**config.mk**
```make
export PLATFORM = sky130hd
export DESIGN_NAME = charge_and_supply_average_readout
export DESIGN_NICKNAME = d
export VERILOG_FILES = /design/src/hw/readout_pkg.sv /design/src/hw/charge_and_supply_average_readout.sv
export SDC_FILE = /design/constraint.sdc
export NUM_CORES = 1
export LEC_CHECK = 0
export BUFFER_PORTS_ARGS = -buffer_cell sky130_fd_sc_hd__clkbuf_2
export CAP_MARGIN = 20
export CELL_PAD_IN_SITES_DETAIL_PLACEMENT = 1
export CELL_PAD_IN_SITES_GLOBAL_PLACEMENT = 1
export CORE_MARGIN = 2
export CORE_UTILIZATION = 30
export DETAILED_ROUTE_END_ITERATION = 8
export GPL_TIMING_DRIVEN = 0
export PLACE_DENSITY = 0.68
export SYNTH_ARGS = -nofsm -noshare
export SYNTH_HDL_FRONTEND = slang
export SYNTH_SLANG_ARGS = --single-unit
```
**constraint.sdc**
```tcl
create_clock -name clk_i -period 7.1 [get_ports clk_i]
set_clock_uncertainty 0.2 [all_clocks]
set_input_delay 0.355 -clock clk_i [delete_from_list [all_inputs] [get_ports clk_i]]
set_output_delay 0.355 -clock clk_i [all_outputs]
set_load 0.01 [all_outputs]
```
**src/hw/readout_pkg.sv**
```systemverilog
// Constants and types for the charge and supply average readout block
// Function
// - Low byte of third-output charge counter, read-only at 0x1A, resets to zero.
// - Each count step equals a prescaler-selected group of regulator pulses.
// - During calibration the third-output counter counts 10MHz clock cycles; the code zeroes it and holds it instead.
// - After calibration, until next clear, both bytes read the 16-bit cycle count; the code holds the counter at zero, so both read zero.
// - Addressing a readout register suspends updates to that register.
// - High-part read copies the live low byte into a shadow register.
// - Low-byte read returns the shadow copied by the preceding high-part read.
// - 12-bit average: high nibble bits 3:0 at 0x1B, low byte at 0x1C.
// - Average is an IIR low-pass filter with selectable time constant.
// - Auxiliary pin measured when supply-mode bit is 1, else battery pin.
package readout_pkg;
	localparam logic [7:0] ADDR_CHARGE_HIGH = 8'h19;
	localparam logic [7:0] ADDR_CHARGE_LOW = 8'h1a;
	localparam logic [7:0] ADDR_AVG_HIGH = 8'h1b;
	localparam logic [7:0] ADDR_AVG_LOW = 8'h1c;
	localparam logic [7:0] ADDR_CONTROL = 8'h20;
	localparam int CTRL_PRESCALE_LSB = 0;
	localparam int CTRL_TAU_LSB = 2;
	localparam int CTRL_AUX_BIT = 5;
	localparam int CTRL_CLEAR_BIT = 6;
	localparam int CTRL_CAL_BIT = 7;
	localparam logic [7:0] CONTROL_RESET = 8'h00;
	localparam logic [7:0] BYTE_RESET = 8'h00;
	localparam int SAMPLE_WIDTH = 12;
	localparam int CLOCK_MHZ = 200;
	localparam int CAL_CLOCK_MHZ = 10;
	localparam int CAL_TICK_CYCLES = CLOCK_MHZ / CAL_CLOCK_MHZ;
	localparam int TAU_SHIFT_BASE = 2;
	localparam int ACC_FRAC = 8;

	typedef struct packed {
		logic cal;
		logic clear;
		logic aux_supply_present_mode;
		logic [2:0] average_filter_time_constant;
		logic [1:0] charge_pulse_prescaler;
	} control_type;
endpackage : readout_pkg

```
**src/hw/charge_and_supply_average_readout.sv**
```systemverilog
// Charge counter and supply average readout registers over Wishbone
`timescale 1ns/1ps
module charge_and_supply_average_readout
	import readout_pkg::*;
(
	input wire logic clk_i,
	input wire logic rst_i,
	input wire logic cyc_i,
	input wire logic stb_i,
	input wire logic we_i,
	input wire logic [7:0] adr_i,
	input wire logic [3:0] sel_i,
	input wire logic [31:0] dat_i,
	output logic [31:0] dat_o,
	output logic ack_o,
	input wire logic pulse_i,
	input wire logic standalone_i,
	input wire logic [SAMPLE_WIDTH-1:0] battery_sample_i,
	input wire logic [SAMPLE_WIDTH-1:0] aux_sample_i,
	input wire logic sample_valid_i,
	output logic cal_active_o
);
	// ****************************************
	// Input synchronisers
	// ****************************************
	logic [1:0] pulse_s1_r, pulse_s2_r;
	logic pulse_d_r;
	always_ff @(posedge clk_i) begin
		pulse_s1_r <= {standalone_i, pulse_i};
		pulse_s2_r <= pulse_s1_r;
		pulse_d_r <= pulse_s2_r[0];
	end
	wire logic pulse_edge = pulse_s2_r[0] && !pulse_d_r;
	wire logic standalone = pulse_s2_r[1];

	// ****************************************
	// Bus slave
	// ****************************************
	control_type ctrl_r;
	logic [7:0] charge_low_shadow_r, avg_low_shadow_r;
	logic [15:0] charge_count_r;
	logic [SAMPLE_WIDTH+ACC_FRAC-1:0] acc_r;
	wire logic req = cyc_i && stb_i && !ack_o;
	wire logic rd = req && !we_i;
	wire logic [SAMPLE_WIDTH-1:0] avg_value = acc_r[SAMPLE_WIDTH+ACC_FRAC-1:ACC_FRAC];
	wire logic addr_charge = cyc_i && stb_i &&
		(adr_i == ADDR_CHARGE_HIGH || adr_i == ADDR_CHARGE_LOW);
	wire logic addr_avg = cyc_i && stb_i && (adr_i == ADDR_AVG_HIGH || adr_i == ADDR_AVG_LOW);
	always_ff @(posedge clk_i) begin
		if (rst_i) begin
			ack_o <= 1'b0;
		end else begin
			ack_o <= req;
		end
	end
	always_ff @(posedge clk_i) begin
		if (rst_i) begin
			dat_o <= 32'h0;
		end else if (rd) begin
			unique case (adr_i)
				ADDR_CHARGE_HIGH: dat_o <= {24'h0, charge_count_r[15:8]};
				ADDR_CHARGE_LOW: dat_o <= {24'h0, charge_low_shadow_r};
				ADDR_AVG_HIGH: dat_o <= {28'h0, avg_value[11:8]};
				ADDR_AVG_LOW: dat_o <= {24'h0, avg_low_shadow_r};
				ADDR_CONTROL: dat_o <= {24'h0, ctrl_r};
				default: dat_o <= 32'h0;
			endcase
		end
	end
	// Control register; clear and cal bits self-clear
	always_ff @(posedge clk_i) begin
		if (rst_i) begin
			ctrl_r <= control_type'(CONTROL_RESET);
		end else if (req && we_i && sel_i[0] && adr_i == ADDR_CONTROL) begin
			ctrl_r <= control_type'(dat_i[7:0]);
		end else begin
			ctrl_r.clear <= 1'b0;
			ctrl_r.cal <= 1'b0;
		end
	end

	// ****************************************
	// Shadow capture
	// ****************************************
	always_ff @(posedge clk_i) begin
		if (rst_i) begin
			charge_low_shadow_r <= BYTE_RESET;
			avg_low_shadow_r <= BYTE_RESET;
		end else if (rd && adr_i == ADDR_CHARGE_HIGH) begin
			charge_low_shadow_r <= charge_count_r[7:0];
		end else if (rd && adr_i == ADDR_AVG_HIGH) begin
			avg_low_shadow_r <= avg_value[7:0];
		end
	end

	// ****************************************
	// Charge counter and calibration
	// ****************************************
	logic [1:0] pre_r;
	logic [4:0] tick_r;
	logic [15:0] charge_nxt;
	assign cal_active_o = 1'b0;
	wire logic [1:0] pre_lim = ctrl_r.charge_pulse_prescaler;
	always_ff @(posedge clk_i) begin
		if (rst_i || ctrl_r.cal) begin
			tick_r <= 5'h0;
		end else if (tick_r == 5'(CAL_TICK_CYCLES - 1)) begin
			tick_r <= 5'h0;
		end else begin
			tick_r <= tick_r + 5'h1;
		end
	end
	// Calibration event is one control write; counter zeroed, then held while flagged
	logic cal_mode_r;
	always_ff @(posedge clk_i) begin
		if (rst_i || ctrl_r.clear) begin
			cal_mode_r <= 1'b0;
		end else if (ctrl_r.cal) begin
			cal_mode_r <= 1'b1;
		end
	end
	always_comb begin
		charge_nxt = charge_count_r;
		if (ctrl_r.cal) begin
			charge_nxt = 16'h0;
		end else if (cal_mode_r) begin
			charge_nxt = charge_count_r;
		end else if (pulse_edge && standalone && pre_r == pre_lim) begin
			charge_nxt = charge_count_r + 16'h1;
		end
	end
	always_ff @(posedge clk_i) begin
		if (rst_i || ctrl_r.clear || ctrl_r.cal) begin
			pre_r <= 2'h0;
		end else if (pulse_edge && standalone) begin
			pre_r <= (pre_r == pre_lim) ? 2'h0 : pre_r + 2'h1;
		end
	end
	always_ff @(posedge clk_i) begin
		if (rst_i || ctrl_r.clear) begin
			charge_count_r <= 16'h0;
		end else if (!addr_charge) begin
			charge_count_r <= charge_nxt;
		end
	end

	// ****************************************
	// Supply average filter
	// ****************************************
	wire logic [SAMPLE_WIDTH-1:0] sample =
		ctrl_r.aux_supply_present_mode ? aux_sample_i : battery_sample_i;
	wire logic [SAMPLE_WIDTH+ACC_FRAC-1:0] sample_ext = {sample, 8'h0};
	wire logic [3:0] tau = 4'(ctrl_r.average_filter_time_constant) + 4'(TAU_SHIFT_BASE);
	always_ff @(posedge clk_i) begin
		if (rst_i || ctrl_r.clear) begin
			acc_r <= '0;
		end else if (sample_valid_i && !addr_avg) begin
			acc_r <= acc_r - (acc_r >> tau) + (sample_ext >> tau);
		end
	end

	// ****************************************
	// Assertions
	// ****************************************
	ack_follows_a: assert property (@(posedge clk_i) disable iff (rst_i)
		req |=> ack_o) else $error("ack missing");
	ack_drop_a: assert property (@(posedge clk_i) disable iff (rst_i)
		ack_o |=> !ack_o) else $error("ack held");
	charge_hold_a: assert property (@(posedge clk_i) disable iff (rst_i)
		addr_charge && !ctrl_r.clear |=> $stable(charge_count_r)) else $error("update");
	avg_hold_a: assert property (@(posedge clk_i) disable iff (rst_i)
		addr_avg && !ctrl_r.clear |=> $stable(acc_r)) else $error("avg update");
	shadow_take_a: assert property (@(posedge clk_i) disable iff (rst_i)
		rd && adr_i == ADDR_CHARGE_HIGH |=> charge_low_shadow_r == $past(charge_count_r[7:0]))
		else $error("shadow");
	low_read_a: assert property (@(posedge clk_i) disable iff (rst_i)
		rd && adr_i == ADDR_CHARGE_LOW |=> dat_o[7:0] == $past(charge_low_shadow_r))
		else $error("low read");
	avg_shadow_a: assert property (@(posedge clk_i) disable iff (rst_i)
		rd && adr_i == ADDR_AVG_HIGH |=> avg_low_shadow_r == $past(avg_value[7:0]))
		else $error("avg shadow");
	nibble_zero_a: assert property (@(posedge clk_i) disable iff (rst_i)
		rd && adr_i == ADDR_AVG_HIGH |=> dat_o[31:4] == 28'h0) else $error("nibble");
	cal_freeze_a: assert property (@(posedge clk_i) disable iff (rst_i)
		cal_mode_r && !ctrl_r.clear && !ctrl_r.cal |=> $stable(charge_count_r))
		else $error("cal count");
	clear_zero_a: assert property (@(posedge clk_i) disable iff (rst_i)
		ctrl_r.clear |=> charge_count_r == 16'h0 && acc_r == '0) else $error("clear");
	count_cov_c: cover property (@(posedge clk_i) disable iff (rst_i)
		charge_count_r != $past(charge_count_r));
	pair_cov_c: cover property (@(posedge clk_i) disable iff (rst_i)
		rd && adr_i == ADDR_CHARGE_HIGH ##[2:10] rd && adr_i == ADDR_CHARGE_LOW);
	cal_cov_c: cover property (@(posedge clk_i) disable iff (rst_i) $rose(cal_mode_r));
endmodule : charge_and_supply_average_readout

```
=== After elaboration in Yosys (flattened, before gate mapping) ===
Index checks and enable logic that the tools add are counted.

* Bitwise operators: 3
* Multiplexer cells: 6
* Reductions and logical operators: 26
* $add $sub $neg: 5
* Shifts and indexed selects: 2
* Equality and inequality tests: 7

{| class="wikitable"
|+ Operators with widths
! operator !! count
|-
| $mux W16 || 3
|-
| $pmux W8 S5 || 1
|-
| $shr A20 B4 Y20 || 2
|-
| $eq A8 B5 Y1 const B || 4
|-
| $add A20 B20 Y20 || 1
|-
| $sub A20 B20 Y20 || 1
|-
| $add A16 B1 Y16 const B || 1
|-
| $logic_and A1 B1 Y1 || 14
|-
| $mux W12 || 1
|-
| $eq A8 B6 Y1 const B || 1
|-
| $add A3 B2 Y4 const B || 1
|-
| $logic_not A1 Y1 || 4
|-
| $logic_or A1 B1 Y1 || 4
|-
| $not A1 Y1 || 3
|-
| $reduce_and A3 Y1 || 1
|-
| $add A2 B1 Y2 const B || 1
|-
| $eq A2 B2 Y1 || 1
|-
| $mux W2 || 1
|-
| $ne A2 B2 Y1 const B || 1
|-
| $reduce_and A2 Y1 || 1
|-
| $reduce_bool A2 Y1 || 1
|-
| $reduce_or A2 Y1 || 1
|}

* Register bits after elaboration: 101

=== Depth between registers and ports, before layout ===
Gate-level depths: netlist of the first run.

* Depth after elaboration: 7
* Gate-level depth with buffers: 18

=== Least setup slack after synthesis of the first run ===
OpenSTA, ideal clock, no wires.

* Kind: reg-to-reg
* Start point: register ctrl_r[2] (netlist bit)
* End point: register acc_r[19]
* Library setup time: 132 ps
* Period minus slack after synthesis: 4163 ps
* Slack: 2937 ps
* Stages on the path, launching flop included: 16
* Buffers on the path: 3
* Arrival time: 3831 ps
* Cells stage by stage: dfxtp_1 -> clkbuf_1 -> clkbuf_1 -> buf_1 -> mux2i_1 -> o22ai_1 -> fa_1 -> inv_1 -> ha_1 -> a21oi_1 -> o21ai_1 -> a221o_1 -> or3_1 -> a21oi_1 -> o21a_1 -> nor3_1

* Longest elaborated chain between the ends: 4
* Elaborated cells between the ends (all ways): 5
* Those cells by class: 3 x add/sub; 2 x shift

{| class="wikitable"
|+ Ends and longest elaborated chain
! element !! RTL line !! text
|-
| start: declaration || charge_and_supply_average_readout.sv:39 || <nowiki>control_type ctrl_r;</nowiki>
|-
| start signal: assignment || charge_and_supply_average_readout.sv:73 || <nowiki>ctrl_r <= control_type'(CONTROL_RESET);</nowiki>
|-
| start signal: assignment || charge_and_supply_average_readout.sv:75 || <nowiki>ctrl_r <= control_type'(dat_i[7:0]);</nowiki>
|-
| $add A3 B2 Y4 (*) || charge_and_supply_average_readout.sv:153 || <nowiki>wire logic [3:0] tau = 4'(ctrl_r.average_filter_time_constant) + 4'(TAU_SHIFT_BASE);</nowiki>
|-
| $shr A20 B4 Y20 || charge_and_supply_average_readout.sv:158 || <nowiki>acc_r <= acc_r - (acc_r >> tau) + (sample_ext >> tau);</nowiki>
|-
| $sub A20 B20 Y20 || charge_and_supply_average_readout.sv:158 ||
|-
| $add A20 B20 Y20 (*) || charge_and_supply_average_readout.sv:158 ||
|-
| end signal: assignment || charge_and_supply_average_readout.sv:158 ||
|-
| end: declaration || charge_and_supply_average_readout.sv:42 || <nowiki>logic [SAMPLE_WIDTH+ACC_FRAC-1:0] acc_r;</nowiki>
|}

Mark *: on every way between the ends. The rest lies on a longest branch, timed or not.
A chain may end at the register's enable or synchronous reset.

=== Final worst setup path of the first run ===
Ends and elaborated chain as after synthesis.

==> impl_results.md, run 1 <==
- Pint: 1230 uW
- Tmin final: 5060 ps
- P_leak: 0.00289 uW
- Total wire length: 18300 um
- Psw: 925 uW
- Vias: 5492
- Final Hold Vio Count: 0
- Pwr Density: 310 mW/mm^2
- Xor-xnor portion of the synthesized cell area: 0.0400
- RSZ-0062 raised after global routing: false
- Clock tree buffer depth: 2
- Yosys reg bits: 77
- Fin util: 0.358
- FF-to-FF setup slack: 2040 ps
- Largest net degree at the start of global routing: 17
- CTS H-Tree Depth: 3
- DR iter-0 viols: 354
- Number of diodes: 0
- Mux cell area share after synthesis: 0.118
- Kind of start point of the critical path: flop
- Hold path cells: 2
- Cell Area, Synth: 0.00591 sq mm
- Final Setup Violations: 0
- Synth Area in Simple Gates: 0.208
- Max-Cap Viols: 0
- Post-CTS setup buffer count: 0
- Worst hold endpoint: ctrl_r[7]$_SDFF_PP0_
- Post-Synthesis Cells: 737
- Register share of total power: 0.244
- Post-synthesis sequential area ratio: 0.261
- Ys async rst share: 0
- Slew headroom: 0.455
- CTS Sinks: 77
- Combinational power share: 0.521
- CORE AREA: 0.0194 sq mm
- Fill cell count: 2412
- Gr usage total: 0.184
- Status: finished, final reports clean
- Post-synth cell types: 62
- Die area: 0.0208 sq mm
- Clk pin slew, worst setup/hold paths: 70 ps
- Final ANT Viol Nets: 0
- Die height: 144 um
- Crit path max fanout: 10
- Ports: 110
- Total gr overflow: 0
- CTS tree: built
- Nets: 945
- Ys Warns: 0
- Dpl ws: 2070 ps
- Ys flop type: dfxtp_1
- Largest family of logic cells by synthesized area: simple AND/OR/NAND/NOR gates
- Global-route wire length before repair: 29600 um
- Compound-Gate Fraction of Synth Area: 0.168
- Clock root cell: clkbuf_16
- Tcrit/Tclk final: 0.713
- Site Rows: 51
- Area growth from synthesis to layout: 17.5%
- DRC: 0
- Worst slew pin tran: 811 ps
- Placement Cell Area: 0.00661 sq mm
- Worst r2r src: ctrl_r[2]$_SDFFE_PP0P_
- Cts bufs inserted: 9
- Commonest non-fill, non-tap cell in the layout: nor2_1
- Antenna violations before repair: 0
- Vias in the first global route: 5484
- Hold path start: dat_i[7]
- Layout cells sized above 1: 0.159
- Crit path kind: flop to flop
- Via-to-Cell Ratio: 4.99
- Switch share: 0.429
- Syn Area/Cell: 8.02 sq um
- Slew Limit Fails: 0
- Highest Clock Rate: 198 MHz
- Most frequent cells in the layout: nor2_1, dfxtp_1, nand2_1, inv_1, clkbuf_2
- Adder-Cell Fraction of Synth Area: 0.105
- Final instance area: 0.00694 sq mm
- VDD IR-drop max: 0.000162 V
- PortBufs: 56
- Reg-to-Reg End: acc_r[19]$_SDFFE_PP0P_
- DRT Pass-1 Iters: 4
- Drt wl/cell: 16.7 um
- GPL Wtd Cong: 0.844
- DP HPWL: 14500 um
- Hold WS: 18.7 ps
- Final worst slack: 2040 ps
- Post-synth EDFFs: 0
- Clock power frac: 0.235
- Initial Utilization: 0.305
- Setup TNS: 0 ps
- CP startpoint: ctrl_r[2]$_SDFFE_PP0P_
- Crit path arrival time: 5060 ps
- Die X: 144 um
- Critical path required time: 7100 ps
- Clk_lat worst skew: 360 ps
- Hold Crit Class: primary input to flop
- Worst Setup End Kind: flop
- Worst reg2reg path depth: 15
-- worst max-delay path by stage --
stage | endpoint | slack [ps]
floorplan | acc_r[19]$_SDFFE_PP0P_ | 2940
global placement | acc_r[19]$_SDFFE_PP0P_ | 2100
detailed placement | acc_r[14]$_SDFFE_PP0P_ | 2070
CTS | acc_r[19]$_SDFFE_PP0P_ | 2030
global route | acc_r[19]$_SDFFE_PP0P_ | 1620
finish | acc_r[19]$_SDFFE_PP0P_ | 2040
-- power groups by stage --
stage,sequential (uW),clock (uW),combinational [uW]
5_1_grt,531,531,1290
6_report,526,506,1120
4_1_cts,527,512,1120
2_1_floorplan,509,0,867
3_3_place_gp,537,0,1100
3_5_place_dp,537,0,1110
-- final cells by class --
cell class / instances / area [sq um] / area share
Sequential cell: 77 / 1540 / 0.222
Inverter: 60 / 225 / 0.0324
Clock inverter: 7 / 86.3 / 0.0124
Clock buffer: 9 / 225 / 0.0324
Tap cell: 265 / 332 / 0.0478
Timing Repair Buffer: 58 / 300 / 0.0433
Buffer: 65 / 359 / 0.0517
Multi-Input combinational cell: 559 / 3870 / 0.558
-- per-stage QoR --
step / total power [uW] / std cells
2_1_floorplan: 1380 / 761
3_3_place_gp: 1630 / 1082
3_5_place_dp: 1650 / 1082
4_1_cts: 2160 / 1100
5_1_grt: 2360 / 1100
6_report: 2150 / 1100
-- flip-flops by register name (all words and copies together) (netlist names), 2 cells and up --
signal               cells
charge_low_shadow_r      8
acc_r                   20
ctrl_r                   6
pulse_s2_r               2
avg_low_shadow_r         8
dat_o                    8
pre_r                    2
pulse_s1_r               2
charge_count_r          16
pre_lim                  2
-- cells in the mapped netlist, drive strengths merged, types with 3 or more instances --
cell / n / share of area
dfxtp: 77 / 0.26
nor2: 83 / 0.053
and4: 8 / 0.012
buf: 40 / 0.045
o21ai: 32 / 0.027
and3: 7 / 0.0074
nor3: 22 / 0.021
nor4: 4 / 0.0042
mux2: 9 / 0.017
a22oi: 4 / 0.0051
clkbuf: 25 / 0.016
xor2: 16 / 0.024
nand2: 74 / 0.047
inv: 59 / 0.037
o22ai: 3 / 0.0032
nor2b: 5 / 0.0053
a211oi: 6 / 0.0076
xnor2: 11 / 0.016
a221o: 6 / 0.010
ha: 21 / 0.044
nand3b: 4 / 0.0051
a21oi: 51 / 0.043
a31oi: 4 / 0.0068
mux4: 9 / 0.034
fa: 18 / 0.061
and2: 7 / 0.0074
o31ai: 3 / 0.0061
o21a: 3 / 0.0038
a22o: 4 / 0.0059
a221oi: 8 / 0.012
nand4: 6 / 0.0064
or2: 3 / 0.0032
o31a: 3 / 0.0044
o21bai: 5 / 0.0064
or3: 4 / 0.0042
nand3: 24 / 0.020
a21o: 9 / 0.011
mux2i: 39 / 0.066
-- cell families (layout without fill, tap and decap cells) --
| family | count (synthesis) | count (layout) |
|---|---|---|
| AND/OR/NAND/NOR | 260 | 260 |
| flip-flops | 77 | 77 |
| buffers and inverters | 125 | 199 |
| other | 1 | 25 |
| adder cells (fa/ha/maj) | 39 | 39 |
| multiplexers | 57 | 57 |
| XOR/XNOR | 27 | 27 |
| AO/OA/AOI/OAI | 151 | 151 |
-- layer usage --
| metal | vias to the layer above | global-route usage | wire length, um |
|---|---|---|---|
| met5 | - | 0 | 0 |
| met4 | 0 | 0.0450 | 250 |
| met3 | 16 | 0.0308 | 738 |
| met2 | 109 | 0.293 | 8190 |
| met1 | 2675 | 0.258 | 9140 |
| li1 | 2692 | - | - |
-- critical path: stages, from the launching register on --
cell,delay [ps]
dfxtp_1,340
clkbuf_1,470
clkbuf_1,430
buf_1,500
mux2i_1,320
o22ai_1,170
fa_1,550
inv_1,50
ha_1,390
a21oi_1,230
o21ai_1,140
a221o_1,390
or3_1,360
a21oi_1,190
o21a_1,150
nor3_1,40
-- timing repair --
item | in CTS | in global routing
hold endpoints to repair | 2 | 0
resized for setup | 0 | 0
hold buffers | 2 | 0
setup endpoints to repair | 0 | 0
Note: power is estimated with default switching activity, not from simulation.
==> run 2, diff against run 1 <==
--- a/config.mk
+++ b/config.mk
@@ -13,7 +13,7 @@
 export CORE_UTILIZATION = 30
 export DETAILED_ROUTE_END_ITERATION = 8
 export GPL_TIMING_DRIVEN = 0
-export PLACE_DENSITY = 0.68
+export PLACE_DENSITY = 0.7
 export SYNTH_ARGS = -nofsm -noshare
 export SYNTH_HDL_FRONTEND = slang
 export SYNTH_SLANG_ARGS = --single-unit
==> constraint.sdc (replaced) <==
create_clock -name clk_i -period 4.3 [get_ports clk_i]
set_clock_uncertainty 0.2 [all_clocks]
set_input_delay 0.215 -clock clk_i [delete_from_list [all_inputs] [get_ports clk_i]]
set_output_delay 0.215 -clock clk_i [all_outputs]
set_load 0.01 [all_outputs]
==> run 2 against run 1 <==
Against the previous run: fmax grew 21%; global-route usage is essentially flat; clock power grew 62%; register-to-register slack lost 1900 ps; sequential power grew 66%; power grew 71%; worst setup slack lost 1900 ps; critical path depth grew 2; first-iteration DRC count shrank 43%; non-clock buffer count grew 11; critical endpoint unchanged.
==> impl_results.md, run 2 (synthesis results as in run 1) <==
- Crit path arrival time: 4170 ps (was 5060 ps)
- Hold path start: rst_i (was dat_i[7])
- Pwr Density: 515 mW/mm^2 (was 310 mW/mm^2)
- Max-Cap Viols: 0 (unchanged)
- P_leak: 0.00300 uW (was 0.00289 uW)
- Most frequent cells in the layout: nor2_1, dfxtp_1, nand2_1, clkbuf_2, inv_1 (was nor2_1, dfxtp_1, nand2_1, inv_1, clkbuf_2)
- Cts bufs inserted: 9 (unchanged)
- Area growth from synthesis to layout: 21.4% (was 17.5%)
- Clock power frac: 0.222 (was 0.235)
- DR iter-0 viols: 202 (was 354)
- Registers with the most flip-flops: acc_r x20, charge_count_r x16 (unchanged)
- Via-to-Cell Ratio: 4.99 (about the same)
- Vias in the first global route: 5627 (was 5484)
- Reg area: 0.00154 sq mm (unchanged)
- GPL Wtd Cong: 0.875 (was 0.844)
- Worst Setup End Kind: flop (unchanged)
- Initial Utilization: 0.305 (unchanged)
- Combinational power share: 0.542 (was 0.521)
- CP Buf/Inv Count: 4 (unchanged)
- Switch share: 0.432 (was 0.429)
- Hold Crit Class: primary input to flop (unchanged)
- Final Setup Violations: 0 (unchanged)
- Register bank with the most flops: acc_r (unchanged)
- Die height: 144 um (unchanged)
- Die area: 0.0208 sq mm (unchanged)
- Total wire length: 18800 um (was 18300 um)
- Pint: 2100 uW (was 1230 uW)
- Placed Cells: 1082 (unchanged)
- Reg-to-Reg End: acc_r[19]$_SDFFE_PP0P_ (unchanged)
- Clock root cell: clkbuf_16 (unchanged)
- Tmin final: 4170 ps (was 5060 ps)
- DRC: 0 (unchanged)
- Commonest non-fill, non-tap cell in the layout: nor2_1 (unchanged)
- Fin util: 0.370 (was 0.358)
- Clock tree buffer depth: 2 (unchanged)
- Tcrit/Tclk final: 0.969 (was 0.713)
- Largest net degree at the start of global routing: 17 (unchanged)
- DRT Pass-1 Iters: 4 (unchanged)
- Die X: 144 um (unchanged)
- Final worst slack: 133 ps (was 2040 ps)
- DP HPWL: 14600 um (was 14500 um)
- CTS tree: built (unchanged)
- FF-to-FF setup slack: 130 ps (was 2040 ps)
- Worst-path cell chain: buf_6 -> buf_12 -> mux2i_2 -> a21oi_2 -> mux2i_1 -> or2_2 -> fa_1 -> inv_1 -> ha_1 -> buf_2 -> a21oi_1 -> o21ai_2 -> a221o_1 -> or3_1 -> a21oi_2 -> o21a_1 -> nor3_1 (was clkbuf_1 -> clkbuf_1 -> buf_1 -> mux2i_1 -> o22ai_1 -> fa_1 -> inv_1 -> ha_1 -> a21oi_1 -> o21ai_1 -> a221o_1 -> or3_1 -> a21oi_1 -> o21a_1 -> nor3_1)
- Site Rows: 51 (unchanged)
- Hold path cells: 2 (unchanged)
- Worst reg2reg path depth: 17 (was 15)
- Setup TNS: 0 ps (unchanged)
- Worst hold endpoint: dat_o[0]$_SDFFE_PP0P_ (was ctrl_r[7]$_SDFF_PP0_)
- Slew Limit Fails: 0 (unchanged)
- Nets: 956 (was 945)
- Layout cells sized above 1: 0.191 (was 0.159)
- CTS H-Tree Depth: 3 (unchanged)
- Clk pin slew, worst setup/hold paths: 70 ps (about the same)
- CORE AREA: 0.0194 sq mm (unchanged)
- Worst slew pin tran: 877 ps (was 811 ps)
- Kind of start point of the critical path: flop (unchanged)
- Total gr overflow: 0 (unchanged)
- Placement Cell Area: 0.00661 sq mm (unchanged)
- Register share of total power: 0.236 (was 0.244)
- CTS Sinks: 77 (unchanged)
- Drt wl/cell: 16.9 um (was 16.7 um)
- Crit path max fanout: 10 (unchanged)
- Slew headroom: 0.411 (was 0.455)
- CP delay by family, top: compound AO/OA/AOI/OAI gates (was buffers and inverters)
- Highest Clock Rate: 240 MHz (was 198 MHz)
- Clk_lat worst skew: 350 ps (was 360 ps)
- Most frequent CP cell: a21oi_2
- Final instance area: 0.00717 sq mm (was 0.00694 sq mm)
- CP peak stage delay: 490 ps (was 550 ps)
- Psw: 1590 uW (was 925 uW)
- Dpl ws: -747 ps (was 2070 ps)
- Crit-path slowest cell: fa_1 (unchanged)
- Vias: 5542 (was 5492)
- Crit path kind: flop to flop (unchanged)
- Final non-filler cell total: 1111 (was 1100)
- Max reg flops: 20 (unchanged)
- Critical path required time: 4310 ps (was 7100 ps)
- Global-route wire length before repair: 29700 um (was 29600 um)
- PortBufs: 56 (unchanged)
- VDD IR-drop max: 0.000203 V (was 0.000162 V)
- Area of the multi-input gates: 0.00395 sq mm (was 0.00387 sq mm)
- Worst r2r src: ctrl_r[5]$_SDFFE_PP0P_ (was ctrl_r[2]$_SDFFE_PP0P_)
- Antenna violations before repair: 0 (unchanged)
- Final ANT Viol Nets: 0 (unchanged)
- Ports: 110 (unchanged)
- Fill cell count: 2395 (was 2412)
- Number of diodes: 0 (unchanged)
- Gr usage total: 0.184 (about the same)
- Final Hold Vio Count: 0 (unchanged)
- Status: finished, final reports clean (unchanged)
[run 2: area by class of cell]
class                      count  share of cell area
buffer                        65              0.0576
clock buffer                   9              0.0314
clock inverter                 7              0.0122
inverter                      60              0.0314
multi-input combinational    559               0.550
sequential                    77               0.215
tap                          265              0.0462
timing repair buffer          69              0.0562
[run 2: per-stage QoR]
stage	hold WS, ps	total power, uW
floorplan	42.7	2270
global placement	113	2690
detailed placement	113	2720
CTS	90.5	3590
global route	112	4010
finish	73.9	3690
[run 2: layer usage]
metal,routed length [um],global-route usage,up-vias
met5,0,0,-
met4,393,0.0598,0
met3,684,0.0252,20
met2,8600,0.300,119
met1,9120,0.252,2693
li1,-,-,2710
[run 2: worst max-delay path by stage]
| stage | depth (start not counted) | slack [ps] | to | startpoint |
|---|---|---|---|---|
| 2_1_floorplan | 15 | 140 | acc_r[19]$_SDFFE_PP0P_ | ctrl_r[2]$_SDFFE_PP0P_ |
| 3_3_place_gp | 15 | -700 | acc_r[19]$_SDFFE_PP0P_ | ctrl_r[2]$_SDFFE_PP0P_ |
| 3_5_place_dp | 15 | -750 | acc_r[19]$_SDFFE_PP0P_ | ctrl_r[2]$_SDFFE_PP0P_ |
| 4_1_cts | 13 | 0.8 | acc_r[16]$_SDFFE_PP0P_ | ctrl_r[4]$_SDFFE_PP0P_ |
| 5_1_grt | 18 | -30 | acc_r[19]$_SDFFE_PP0P_ | ctrl_r[5]$_SDFFE_PP0P_ |
| 6_report | 17 | 130 | acc_r[19]$_SDFFE_PP0P_ | ctrl_r[5]$_SDFFE_PP0P_ |
[run 2: timing repair]
action / 4_1_cts / 5_1_grt
hold buffers: 10 / 0
pin swaps: 0 / 2
gates resized for setup: 20 / 27
endpoints found under the hold margin: 10 / 0
setup buffers: 0 / 3
setup endpoints to repair: 15 / 9
[run 2: power groups by stage]
stage / logic (uW) / registers (uW) / clock network, uW
2_1_floorplan: 1430 / 840 / 0
3_3_place_gp: 1810 / 884 / 0
3_5_place_dp: 1840 / 886 / 0
4_1_cts: 1880 / 868 / 835
5_1_grt: 2260 / 879 / 869
6_report: 2000 / 871 / 822
